`src/i2c_slave_consts.svh`:
```
`ifndef I2C_SLAVE_CONSTS_SVH
`define I2C_SLAVE_CONSTS_SVH

// Register indexes; byte address is four times the index
`define IDX_SLAVE_CONTROL 8'h09
`define IDX_SLAVE_COMMAND_CONTROL 8'h0A
`define IDX_SLAVE_STATUS 8'h0B
`define IDX_SLAVE_OWN_ADDRESS 8'h0C
`define IDX_SLAVE_SHIFT_DATA 8'h0D

// Slave control fields
`define CTL_ENABLE_BIT 0
`define CTL_AUTO_RESUME_BIT 1
`define CTL_STOP_EVENT_BIT 5
`define CTL_MASK 8'h23

// Command control fields
`define CMD_ACK_SELECT_BIT 2
`define CMD_LSB 0
`define CMD_NONE 2'h0
`define CMD_RESERVED 2'h1
`define CMD_COMPLETE 2'h2
`define CMD_RESPONSE 2'h3

// Status fields
`define ST_BYTE_DONE_BIT 7
`define ST_MATCH_HALT_BIT 6
`define ST_CLASH_BIT 3
`define ST_BUS_ERROR_BIT 2

// Reset values
`define RST_SLAVE_STATUS 8'h00
`define RST_SLAVE_OWN_ADDRESS 8'h00
`define RST_SLAVE_CONTROL 8'h00
`define RST_SHIFT_DATA 8'h00
`endif

```
`src/i2c_slave_pkg.sv`:
```
package i2c_slave_pkg;
    typedef enum logic [6:0] {
        ST_IDLE = 7'b000_0001,
        ST_ADDR = 7'b000_0010,
        ST_HOLD = 7'b000_0100,
        ST_ACK = 7'b000_1000,
        ST_RX = 7'b001_0000,
        ST_TX = 7'b010_0000,
        ST_MACK = 7'b100_0000
    } state_t;

    typedef enum logic [1:0] {
        AFT_IDLE = 2'b00,
        AFT_RX = 2'b01,
        AFT_DATA_HOLD = 2'b10
    } after_t;

    typedef struct packed {
        logic byte_done_flag;
        logic match_or_halt_flag;
        logic scl_stretch_flag;
        logic received_ack_bit;
        logic tx_clash_flag;
        logic bus_error_flag;
        logic dir;
        logic match_or_halt_cause;
    } status_t;

    typedef struct packed {
        logic addr_match;
        logic halt;
        logic byte_done;
        logic clash;
        logic bus_error;
        logic start;
    } events_t;
endpackage : i2c_slave_pkg

```
`src/i2c_slave_command_status.sv`:
```
// The implementer's own choice: the Avalon-MM interface to the registers.
`timescale 1ns/1ns
`include "i2c_slave_consts.svh"

module i2c_slave_command_status
    import i2c_slave_pkg::*;
#(
    parameter int ADDR_W = 8
) (
    input wire logic sys_clk, // System clock
    input wire logic reset_n, // Asynchronous reset
    input wire logic [ADDR_W-1:0] address, // Byte address
    input wire logic read, // Read request
    input wire logic write, // Write request
    input wire logic [31:0] writedata, // Write data
    input wire logic [3:0] byteenable, // Byte lanes
    output logic [31:0] readdata, // Read data
    output logic waitrequest, // Stall
    input wire logic master_enable, // Master side enabled
    input wire logic scl_in, // Bus clock level
    output logic scl_out, // Bus clock drive value
    output logic scl_oe, // Bus clock pulled low
    input wire logic sda_in, // Bus data level
    output logic sda_out, // Bus data drive value
    output logic sda_oe // Bus data pulled low
);

    initial begin
        if (ADDR_W < 6) begin
            $error("ADDR_W too small for the register map");
        end
    end

    // ****************************************
    // Bus pin synchronisers and conditions
    // ****************************************
    logic [2:0] scl_sync;
    logic [2:0] sda_sync;
    logic scl_rise;
    logic scl_fall;
    logic start_seen;
    logic stop_seen;

    always_ff @(posedge sys_clk or negedge reset_n) begin
        if (!reset_n) begin
            scl_sync <= 3'h7;
            sda_sync <= 3'h7;
        end else begin
            scl_sync <= {scl_sync[1:0], scl_in};
            sda_sync <= {sda_sync[1:0], sda_in};
        end
    end

    assign scl_rise = scl_sync[1] && !scl_sync[2];
    assign scl_fall = !scl_sync[1] && scl_sync[2];
    assign start_seen = scl_sync[1] && scl_sync[2] && !sda_sync[1] && sda_sync[2];
    assign stop_seen = scl_sync[1] && scl_sync[2] && sda_sync[1] && !sda_sync[2];

    // ****************************************
    // Register bus slave
    // ****************************************
    logic accept;
    logic wr_lo;
    logic [7:0] index;
    logic mapped;
    logic [7:0] control;
    logic [7:0] own_address;
    logic ack_response_select;
    status_t status;
    logic [7:0] shift;
    logic data_access;
    logic cmd_write;
    logic [1:0] cmd_code;
    logic cmd_exec;
    logic flag_clear;
    logic new_ack;

    assign accept = (read || write) && !waitrequest;
    assign wr_lo = write && !waitrequest && byteenable[0];
    assign index = 8'(address[ADDR_W-1:2]);
    assign mapped = address[1:0] == 2'b00;
    assign data_access = accept && mapped && index == `IDX_SLAVE_SHIFT_DATA && (read || byteenable[0]);
    assign cmd_write = wr_lo && mapped && index == `IDX_SLAVE_COMMAND_CONTROL;
    assign cmd_code = writedata[`CMD_LSB +: 2];
    assign cmd_exec = cmd_write && (cmd_code == `CMD_COMPLETE || cmd_code == `CMD_RESPONSE);
    assign flag_clear = data_access || cmd_exec;
    assign new_ack = cmd_write ? writedata[`CMD_ACK_SELECT_BIT] : ack_response_select;

    always_ff @(posedge sys_clk or negedge reset_n) begin
        if (!reset_n) begin
            waitrequest <= 1'b1;
        end else if ((read || write) && waitrequest) begin
            waitrequest <= 1'b0;
        end else begin
            waitrequest <= 1'b1;
        end
    end

    always_ff @(posedge sys_clk or negedge reset_n) begin
        if (!reset_n) begin
            readdata <= 32'h0000_0000;
        end else if (read && waitrequest) begin
            readdata <= 32'h0000_0000;
            if (mapped) begin
                case (index)
                    `IDX_SLAVE_CONTROL: readdata[7:0] <= control;
                    `IDX_SLAVE_COMMAND_CONTROL: readdata[7:0] <= {5'h00, ack_response_select, 2'b00};
                    `IDX_SLAVE_STATUS: readdata[7:0] <= status;
                    `IDX_SLAVE_OWN_ADDRESS: readdata[7:0] <= own_address;
                    `IDX_SLAVE_SHIFT_DATA: readdata[7:0] <= shift;
                    default: readdata <= 32'h0000_0000;
                endcase
            end
        end
    end

    always_ff @(posedge sys_clk or negedge reset_n) begin
        if (!reset_n) begin
            control <= `RST_SLAVE_CONTROL;
            own_address <= `RST_SLAVE_OWN_ADDRESS;
            ack_response_select <= 1'b0;
        end else if (wr_lo && mapped) begin
            if (index == `IDX_SLAVE_CONTROL) begin
                control <= writedata[7:0] & `CTL_MASK;
            end
            if (index == `IDX_SLAVE_OWN_ADDRESS) begin
                own_address <= writedata[7:0];
            end
            if (index == `IDX_SLAVE_COMMAND_CONTROL) begin
                ack_response_select <= writedata[`CMD_ACK_SELECT_BIT];
            end
        end
    end

    // ****************************************
    // Slave bus sequencer
    // ****************************************
    state_t state;
    after_t after_ack;
    logic hold_after_data;
    logic [2:0] bit_cnt;
    logic ack_bit;
    logic dir;
    logic rx_ack;
    logic clash_now;
    logic enabled;
    logic resume;
    logic respond;
    logic addr_hit;
    logic mid_byte;
    logic addr_full;
    logic shift_wr;
    events_t ev;

    assign enabled = control[`CTL_ENABLE_BIT];
    assign respond = (cmd_write && cmd_code == `CMD_RESPONSE)
        || (control[`CTL_AUTO_RESUME_BIT] && data_access);
    assign resume = cmd_exec || respond;
    assign shift_wr = wr_lo && mapped && index == `IDX_SLAVE_SHIFT_DATA && state == ST_HOLD;
    assign addr_hit = shift[7:1] == own_address[7:1] || (own_address[0] && shift[7:1] == 7'h00);
    assign mid_byte = state == ST_RX || state == ST_TX || state == ST_MACK || state == ST_ACK
        || (state == ST_ADDR && bit_cnt == 3'h0);
    assign clash_now = scl_rise && sda_oe == 1'b0 && !sda_sync[1]
        && (state == ST_ACK || state == ST_TX);

    always_ff @(posedge sys_clk or negedge reset_n) begin
        if (!reset_n) begin
            state <= ST_IDLE;
            after_ack <= AFT_IDLE;
            hold_after_data <= 1'b0;
            bit_cnt <= 3'h0;
            ack_bit <= 1'b0;
            addr_full <= 1'b0;
            dir <= 1'b0;
            rx_ack <= 1'b0;
            shift <= `RST_SHIFT_DATA;
            scl_oe <= 1'b0;
            sda_oe <= 1'b0;
            ev <= '0;
        end else begin
            ev <= '0;
            if (shift_wr) begin
                shift <= writedata[7:0];
            end
            if (!enabled) begin
                state <= ST_IDLE;
                scl_oe <= 1'b0;
                sda_oe <= 1'b0;
            end else if (start_seen) begin
                ev.start <= 1'b1;
                addr_full <= 1'b0;
                ev.bus_error <= master_enable && mid_byte && state != ST_ADDR;
                state <= ST_ADDR;
                bit_cnt <= 3'h0;
                scl_oe <= 1'b0;
                sda_oe <= 1'b0;
            end else if (stop_seen) begin
                ev.halt <= control[`CTL_STOP_EVENT_BIT];
                ev.bus_error <= master_enable && mid_byte;
                state <= ST_IDLE;
                scl_oe <= 1'b0;
                sda_oe <= 1'b0;
            end else begin
                if (clash_now) begin
                    ev.clash <= 1'b1;
                    sda_oe <= 1'b0;
                end
                case (state)
                    ST_IDLE: begin
                        sda_oe <= 1'b0;
                    end
                    ST_ADDR: begin
                        if (scl_rise) begin
                            shift <= {shift[6:0], sda_sync[1]};
                            bit_cnt <= bit_cnt + 3'h1;
                            addr_full <= bit_cnt == 3'h7;
                        end else if (scl_fall && addr_full) begin
                            // Decide only after all eight address bits, not on the start's own fall
                            addr_full <= 1'b0;
                            if (addr_hit) begin
                                ev.addr_match <= 1'b1;
                                dir <= shift[0];
                                hold_after_data <= 1'b0;
                                scl_oe <= 1'b1;
                                state <= ST_HOLD;
                            end else begin
                                state <= ST_IDLE;
                            end
                        end
                    end
                    ST_HOLD: begin
                        if (resume) begin
                            ack_bit <= new_ack;
                            if (cmd_exec && cmd_code == `CMD_COMPLETE) begin
                                after_ack <= AFT_IDLE;
                                if (dir) begin
                                    scl_oe <= 1'b0;
                                    state <= ST_IDLE;
                                end else begin
                                    sda_oe <= !new_ack;
                                    scl_oe <= 1'b0;
                                    state <= ST_ACK;
                                end
                            end else if (dir && hold_after_data) begin
                                // First bit comes from data written in this same cycle when shift_wr, else from shift
                                sda_oe <= !(shift_wr ? writedata[7] : shift[7]);
                                bit_cnt <= 3'h0;
                                scl_oe <= 1'b0;
                                state <= ST_TX;
                            end else begin
                                after_ack <= dir ? AFT_DATA_HOLD : AFT_RX;
                                sda_oe <= !new_ack;
                                scl_oe <= 1'b0;
                                state <= ST_ACK;
                            end
                        end
                    end
                    ST_ACK: begin
                        if (scl_fall) begin
                            sda_oe <= 1'b0;
                            bit_cnt <= 3'h0;
                            if (ack_bit || after_ack == AFT_IDLE) begin
                                state <= ST_IDLE;
                            end else if (after_ack == AFT_RX) begin
                                state <= ST_RX;
                            end else begin
                                ev.byte_done <= 1'b1;
                                hold_after_data <= 1'b1;
                                scl_oe <= 1'b1;
                                state <= ST_HOLD;
                            end
                        end
                    end
                    ST_RX: begin
                        if (scl_rise) begin
                            shift <= {shift[6:0], sda_sync[1]};
                            bit_cnt <= bit_cnt + 3'h1;
                        end else if (scl_fall && bit_cnt == 3'h0) begin
                            ev.byte_done <= 1'b1;
                            hold_after_data <= 1'b1;
                            scl_oe <= 1'b1;
                            state <= ST_HOLD;
                        end
                    end
                    ST_TX: begin
                        if (scl_fall) begin
                            shift <= {shift[6:0], 1'b0};
                            bit_cnt <= bit_cnt + 3'h1;
                            if (bit_cnt == 3'h7) begin
                                sda_oe <= 1'b0;
                                state <= ST_MACK;
                            end else begin
                                sda_oe <= !shift[6] && !status.tx_clash_flag;
                            end
                        end
                    end
                    ST_MACK: begin
                        if (scl_rise) begin
                            rx_ack <= sda_sync[1];
                        end else if (scl_fall) begin
                            ev.byte_done <= 1'b1;
                            hold_after_data <= 1'b1;
                            scl_oe <= 1'b1;
                            state <= ST_HOLD;
                        end
                    end
                    default: begin
                        state <= ST_IDLE;
                        scl_oe <= 1'b0;
                        sda_oe <= 1'b0;
                    end
                endcase
            end
        end
    end

    assign scl_out = 1'b0;
    assign sda_out = 1'b0;

    // ****************************************
    // Status flags
    // ****************************************
    logic w1c_ok;

    assign w1c_ok = wr_lo && mapped && index == `IDX_SLAVE_STATUS;

    always_ff @(posedge sys_clk or negedge reset_n) begin
        if (!reset_n) begin
            status <= `RST_SLAVE_STATUS;
        end else begin
            if (flag_clear || (w1c_ok && writedata[`ST_BYTE_DONE_BIT])) begin
                status.byte_done_flag <= 1'b0;
            end
            if (ev.byte_done) begin
                status.byte_done_flag <= 1'b1;
            end
            if (flag_clear || (w1c_ok && writedata[`ST_MATCH_HALT_BIT])) begin
                status.match_or_halt_flag <= 1'b0;
            end
            if (ev.addr_match || ev.halt) begin
                status.match_or_halt_flag <= 1'b1;
                status.match_or_halt_cause <= ev.addr_match;
            end
            if (ev.start || (w1c_ok && writedata[`ST_CLASH_BIT])) begin
                status.tx_clash_flag <= 1'b0;
            end
            if (ev.clash || clash_now) begin
                status.tx_clash_flag <= 1'b1;
            end
            if (w1c_ok && writedata[`ST_BUS_ERROR_BIT]) begin
                status.bus_error_flag <= 1'b0;
            end
            if (ev.bus_error) begin
                status.bus_error_flag <= 1'b1;
            end
            status.scl_stretch_flag <= scl_oe;
            status.received_ack_bit <= rx_ack;
            status.dir <= dir;
        end
    end

endmodule : i2c_slave_command_status

```
`config.mk`:
```
export PLATFORM = sky130hd
export DESIGN_NAME = i2c_slave_command_status
export DESIGN_NICKNAME = d
export VERILOG_FILES = /design/src/i2c_slave_pkg.sv /design/src/i2c_slave_command_status.sv
export VERILOG_INCLUDE_DIRS = /design/src
export SDC_FILE = /design/constraint.sdc
export NUM_CORES = 1
export LEC_CHECK = 0
export BUFFER_PORTS_ARGS = -buffer_cell sky130_fd_sc_hd__buf_4
export CAP_MARGIN = 15
export CELL_PAD_IN_SITES_DETAIL_PLACEMENT = 0
export CELL_PAD_IN_SITES_GLOBAL_PLACEMENT = 2
export CORE_MARGIN = 5
export CORE_UTILIZATION = 36
export CTS_BUF_LIST = sky130_fd_sc_hd__clkbuf_16
export DETAILED_ROUTE_END_ITERATION = 12
export HOLD_SLACK_MARGIN = 0.1
export PLACE_DENSITY = 0.95
export REMOVE_ABC_BUFFERS = 1
export SLEW_MARGIN = 25
export SYNTH_ARGS = -nofsm -noshare
export SYNTH_HDL_FRONTEND = slang
export SYNTH_SLANG_ARGS = --single-unit
```
`constraint.sdc`:
```
create_clock -name sys_clk -period 5.3 [get_ports sys_clk]
set_input_delay 0.53 -clock sys_clk [delete_from_list [all_inputs] [get_ports sys_clk]]
set_output_delay 0.53 -clock sys_clk [all_outputs]
set_load 0.01 [all_outputs]
```
[Word level (Yosys, flattened, before mapping)]
Index checks and enable logic that the tools add are counted.
Word-level totals
  output and inout port bits: 37
  register bits: 92
  word-level logic and storage cells: 290
Cells by class
  reductions and logical operators: 93
  add/subtract/negate cells: 1
  multiplexer cells: 109
  bitwise gates (word level): 4
  equal/unequal tests: 51
Operators with widths (count)
  2-to-1 mux 7 bit: 14
  2-to-1 mux 1 bit: 61
  2-to-1 mux 8 bit: 7
  != test 5 bit (second input constant): 10
  one-hot mux 7 bit (7 select lines): 1
  one-hot mux 8 bit (5 select lines): 1
  logical AND 1 bit: 39
  == test 6 x 4 -> 1 bit (second input constant): 5
  2-to-1 mux 3 bit: 9
  != test 2 bit (second input constant): 10
  logical OR 1 bit: 18
  one-hot mux 8 bit (2 select lines): 1
  != test 5 x 4 -> 1 bit (second input constant): 3
  AND reduction 14 bit: 1
  2-to-1 mux 6 bit: 2
  != test 3 bit (second input constant): 4
  one-hot mux 3 bit (4 select lines): 1
  AND reduction 12 bit: 1
  AND reduction 11 bit: 1
  2-to-1 mux 5 bit: 2
  AND reduction 5 bit: 2
  nonzero test 2 bit: 5
  logical NOT 1 bit: 9
  AND reduction 9 bit: 1
  35 further kinds: 50

[Longest topological paths before layout]
  depth after elaboration: 15
  depth in mapped cells: 8
  gate-level depth less buffers: 8

[Least setup slack after synthesis]
No wires, ideal clock.
  path type: in2reg
  start point: input port address[1]
  end point: register state[3]
  required time: 5.175 ns
  cell stages on the path: 7
  arrival time: 2.311 ns
  library setup time: 0.125 ns
  path slack: 2.865 ns
  path through: or3_1 > buf_2 > or4b_4 > o21ai_2 > o22a_2 > and2_4 > mux2_2
Between the ends
  word-level cells in the longest chain between the ends: 11
  elaborated cells between the ends (all ways): 20
  those cells by class: eq/ne: 1; mux: 6; reduce/logical: 13
RTL lines
  from (decl): line i2c_slave_command_status.sv:12  | input wire logic [ADDR_W-1:0] address,
  logical NOT 2 bit (*): line i2c_slave_command_status.sv:81  | assign mapped = address[1:0] == 2'b00;
  logical AND 1 bit: line i2c_slave_command_status.sv:83  | assign cmd_write = wr_lo && mapped && index == `IDX_SLAVE_COMMAND_CONTROL;
  logical AND 1 bit (no source line)
  logical AND 1 bit: line i2c_slave_command_status.sv:85  | assign cmd_exec = cmd_write && (cmd_code == `CMD_COMPLETE || cmd_code == `CMD_RESPONSE);
  logical AND 1 bit (no source line)
  2-to-1 mux 7 bit: line i2c_slave_command_status.sv:234  | if (cmd_exec && cmd_code == `CMD_COMPLETE) begin
  2-to-1 mux 7 bit: line i2c_slave_command_status.sv:232  | if (resume) begin
  one-hot mux 7 bit (7 select lines): line i2c_slave_command_status.sv:208  | case (state)
  2-to-1 mux 7 bit: line i2c_slave_command_status.sv:197  | end else if (stop_seen) begin
  2-to-1 mux 7 bit: line i2c_slave_command_status.sv:189  | end else if (start_seen) begin
  2-to-1 mux 7 bit: line i2c_slave_command_status.sv:185  | if (!enabled) begin
  to (signal assigned): line i2c_slave_command_status.sv:186  | state <= ST_IDLE;
  to (signal assigned): line i2c_slave_command_status.sv:193  | state <= ST_ADDR;
  to (signal assigned): line i2c_slave_command_status.sv:200  | state <= ST_IDLE;
  to (decl): line i2c_slave_command_status.sv:138  | state_t state;
Every way passes the cells marked *; elsewhere a longest branch is shown, timed or not. The select of a mux whose other input is x is not followed.
A chain may end at the register's enable or synchronous reset.

[Worst setup path after layout]
  start point: register scl_sync[2]
  end point: register state[4]
Between the ends
  word-level cells in the longest chain between the ends: 6
  elaborated cells between the ends (all ways): 25
  those cells by class: eq/ne: 11; mux: 3; reduce/logical: 11
RTL lines
  from (decl): line i2c_slave_command_status.sv:37  | logic [2:0] scl_sync;
  from (signal assigned): line i2c_slave_command_status.sv:49  | scl_sync <= {scl_sync[1:0], scl_in};
  parallel branches: the longest is 6 deep, another holds AND reduction 11 bit
Several ways; the timed one is not identified.

==> impl_results.md <==
* Main synth FF type: dfrtp_1
* Share of cells above drive strength 1 at 20.8%
* Startpoint type of the worst setup path: register
* Number of global-route vias before repair at 3162
* Syn avg cell area at 9.68 µm²
* First-pass GRT wire length at 16.5 mm
* Initial DRC Count at 243
* Normalized max-slew margin at 35.9%
* Number of synthesized flops with an enable pin at 0
* Combinational cell fraction of total power at 5.2%
* Total congestion overflow at 0
* Status: finished, final reports clean
* Commonest non-fill, non-tap cell in the layout: dfrtp_1
* Post-DP HPWL at 7.53 mm
* Pint at 0.921 mW
* Final setup viols at 0
* Via density at 5.49
* Post-CTS sizing at 0
* CTS sink cnt at 68
* Unrepaired setup endpoints after global routing: no
* CTS tree: built
* CP endpoint kind: register
* Peak VDD IR at 159 µV
* Layout Nets at 487
* Biggest cell delay along the critical path at 560 ps
* Core Region at 0.0104 mm²
* FF+latch count, synth at 68
* Worst-path clk slew at 60 ps
* Post-synthesis cell type count at 66
* DRT antenna net count at 0
* Post-CTS Setup Bufs at 0
* Die ar. at 0.0129 mm²
* Worst Hold Class: primary input to asynchronous set/reset pin
* Final Power at 1.22 mW
* CP Max Fanout at 6
* Final wirelength at 10.3 mm
* Site row count at 37
* Tmin final at 2640 ps
* Hold_buf cts at 0
* I/O pins at 88
* WP buf/inv at 0
* Die Wd at 114 µm
* Period utilization at 49.9%
* CP Data Required Time at 5520 ps
* Clock share of power at 51.1%
* Antenna Cells at 0
* Fin. Hold Viols at 0
* Final setup TNS at 0 ps
* Async set-reset flop share out of synthesis at 100%
* Most frequent cells in the layout: dfrtp_1 (60), buf_4 (35), nand2_1 (33), nor2_1 (30), conb_1 (26)
* WS Path Type: register to register
* CP Cell Sequence: nor2b_1 > nand2_1 > a32o_1 > o21ai_0 > and2_4 > mux2_2
* Final Slew Violations at 0
* Total CTS buffers at 9
* Top Family by Delay on Critical Path: simple AND/OR/NAND/NOR gates
* Drt drc at 0
* Net Sw Frac at 24.5%
* Synth warnings at 0
* Starting Density at 37.2%
* Gr usage total at 16.2%
* CP arrival at 2860 ps
* Worst Skew at 5.55 ps
* H-tree levels at 3
* Sequential-to-total area share from yosys stat at 44.2%
* Router iterations before antenna repair at 5
* DR vias at 3154
* Longest Clk Path Bufs at 2
* Die H at 114 µm
* Final GP Congestion at 0.868
* Slew at the pin closest to its max-slew limit at 958 ps
* Worst-Skew Late Latency at 340 ps
* Initial antenna violation count at 0
* Net Switching at 0.299 mW
* Power share of the sequential group at 43.7%
* Clock Tree Root: clkbuf_16
* Max-cap violations at 0
* Leakage at 2.00 nW
* Area delta synth->final at 15.3%
* # port buffers at 34
* Synth Cell Area at 0.00387 mm²
* Largest net degree at the start of global routing at 69
* Avg WL per Cell at 17.9 µm
* Syn Inst Count at 400
* Pwr dens at 273 mW/mm²
* Highest achievable clock rate at 378 MHz
* CP max-delay cell: dfstp_2
## registers in the layout (all words and copies together) (netlist names)
signal               flops
ev                       6
shift                    8
control                  3
readdata                 8
waitrequest              1
ack_response_select      1
rx_ack                   1
own_address              8
scl_sync                 3
sda_oe                   1
addr_full                1
status                   8
state                    7
ack_bit                  1
dir                      1
sda_sync                 3
after_ack                2
scl_oe                   1
hold_after_data          1
bit_cnt                  3
## layer usage
layer,vias up,global-route usage (%),routed length (µm)
li1,1486,-,-
met1,1544,21.4,4590
met2,111,26.1,4890
met3,13,4.30,661
met4,0,4.49,156
met5,-,0,0
## synthesized netlist by cell type (3+ instances only)
cell type | number | area, µm²
nor2b_1 | 7 | 43.8
nand2b_1 | 6 | 37.5
dfrtp_1 | 60 | 1500
nand2_1 | 33 | 124
o21ai_0 | 23 | 115
or3b_2 | 3 | 26.3
a222oi_1 | 7 | 70.1
and3_1 | 3 | 18.8
nor3_1 | 9 | 45.0
clkbuf_1 | 10 | 37.5
and2_1 | 5 | 31.3
a21o_1 | 9 | 67.6
ha_1 | 3 | 37.5
nor3b_1 | 4 | 30.0
xnor2_1 | 10 | 87.6
buf_4 | 26 | 195
a31oi_1 | 3 | 18.8
dfstp_2 | 8 | 210
nand3b_1 | 3 | 22.5
o211ai_1 | 3 | 22.5
nor2_1 | 30 | 113
nand4_1 | 5 | 31.3
mux2_2 | 16 | 180
a22o_1 | 4 | 35.0
nor4_1 | 10 | 62.6
inv_1 | 11 | 41.3
a21oi_1 | 20 | 100
nand3_1 | 15 | 75.1
mux2i_1 | 8 | 80.1
## path summary, 6_finish.rpt
check,startpoint,endpoint,slack [ps],cells after the start
max,scl_sync[2],state[4],2660,6
min,reset_n,bit_cnt[1],300,1
max reg2reg,scl_sync[2],state[4],2660,6
min reg2reg,scl_sync[0],scl_sync[1],360,0
max in group asynchronous,reset_n,own_address[2],4440,1
min in group sys_clk,sda_in,sda_sync[0],300,1
## power groups by stage
| stage | clock, mW | sequential (mW) | combinational [mW] |
|---|---|---|---|
| final | 0.623 | 0.533 | 0.0639 |
| after CTS | 0.638 | 0.533 | 0.0641 |
| after floorplan | 0 | 0.541 | 0.0273 |
| after global placement | 0 | 0.542 | 0.0632 |
| after global routing | 0.656 | 0.533 | 0.0713 |
| after detailed placement | 0 | 0.542 | 0.0639 |
## cells by family after synthesis
group / Yosys count / share of synthesized area (%)
AND/OR/NAND/NOR: 149 / 21.0
AO/OA/AOI/OAI: 93 / 16.6
other: 1 / 0.0969
buffers and inverters: 49 / 7.34
adder cells (fa/ha/maj): 3 / 0.970
multiplexers: 25 / 7.11
XOR/XNOR: 12 / 2.71
flip-flops: 68 / 44.2
## layout make-up
type                       count  area (µm²)
timing repair buffer          35         263
clock buffer                   9         225
tap                          136         170
inverter                      11        41.3
clock inverter                 7        82.6
multi-input combinational    308        1970
fill                        1046        5950
sequential                    68        1710
## through the flow
step                      setup slack [ps]  hold WS (ps)  area (µm²)  util, %  std cells
after CTS                             2700           290        4460     42.8        574
after detailed placement              2590           347        4160     39.9        558
after floorplan                       2890           234        3720        -        387
after global placement                2600           348        4160     39.9        558
final                                 2660           298        4460     42.8        574
after global routing                  2540           284        4460     42.8        574
Power figures use the tool's default switching activity.
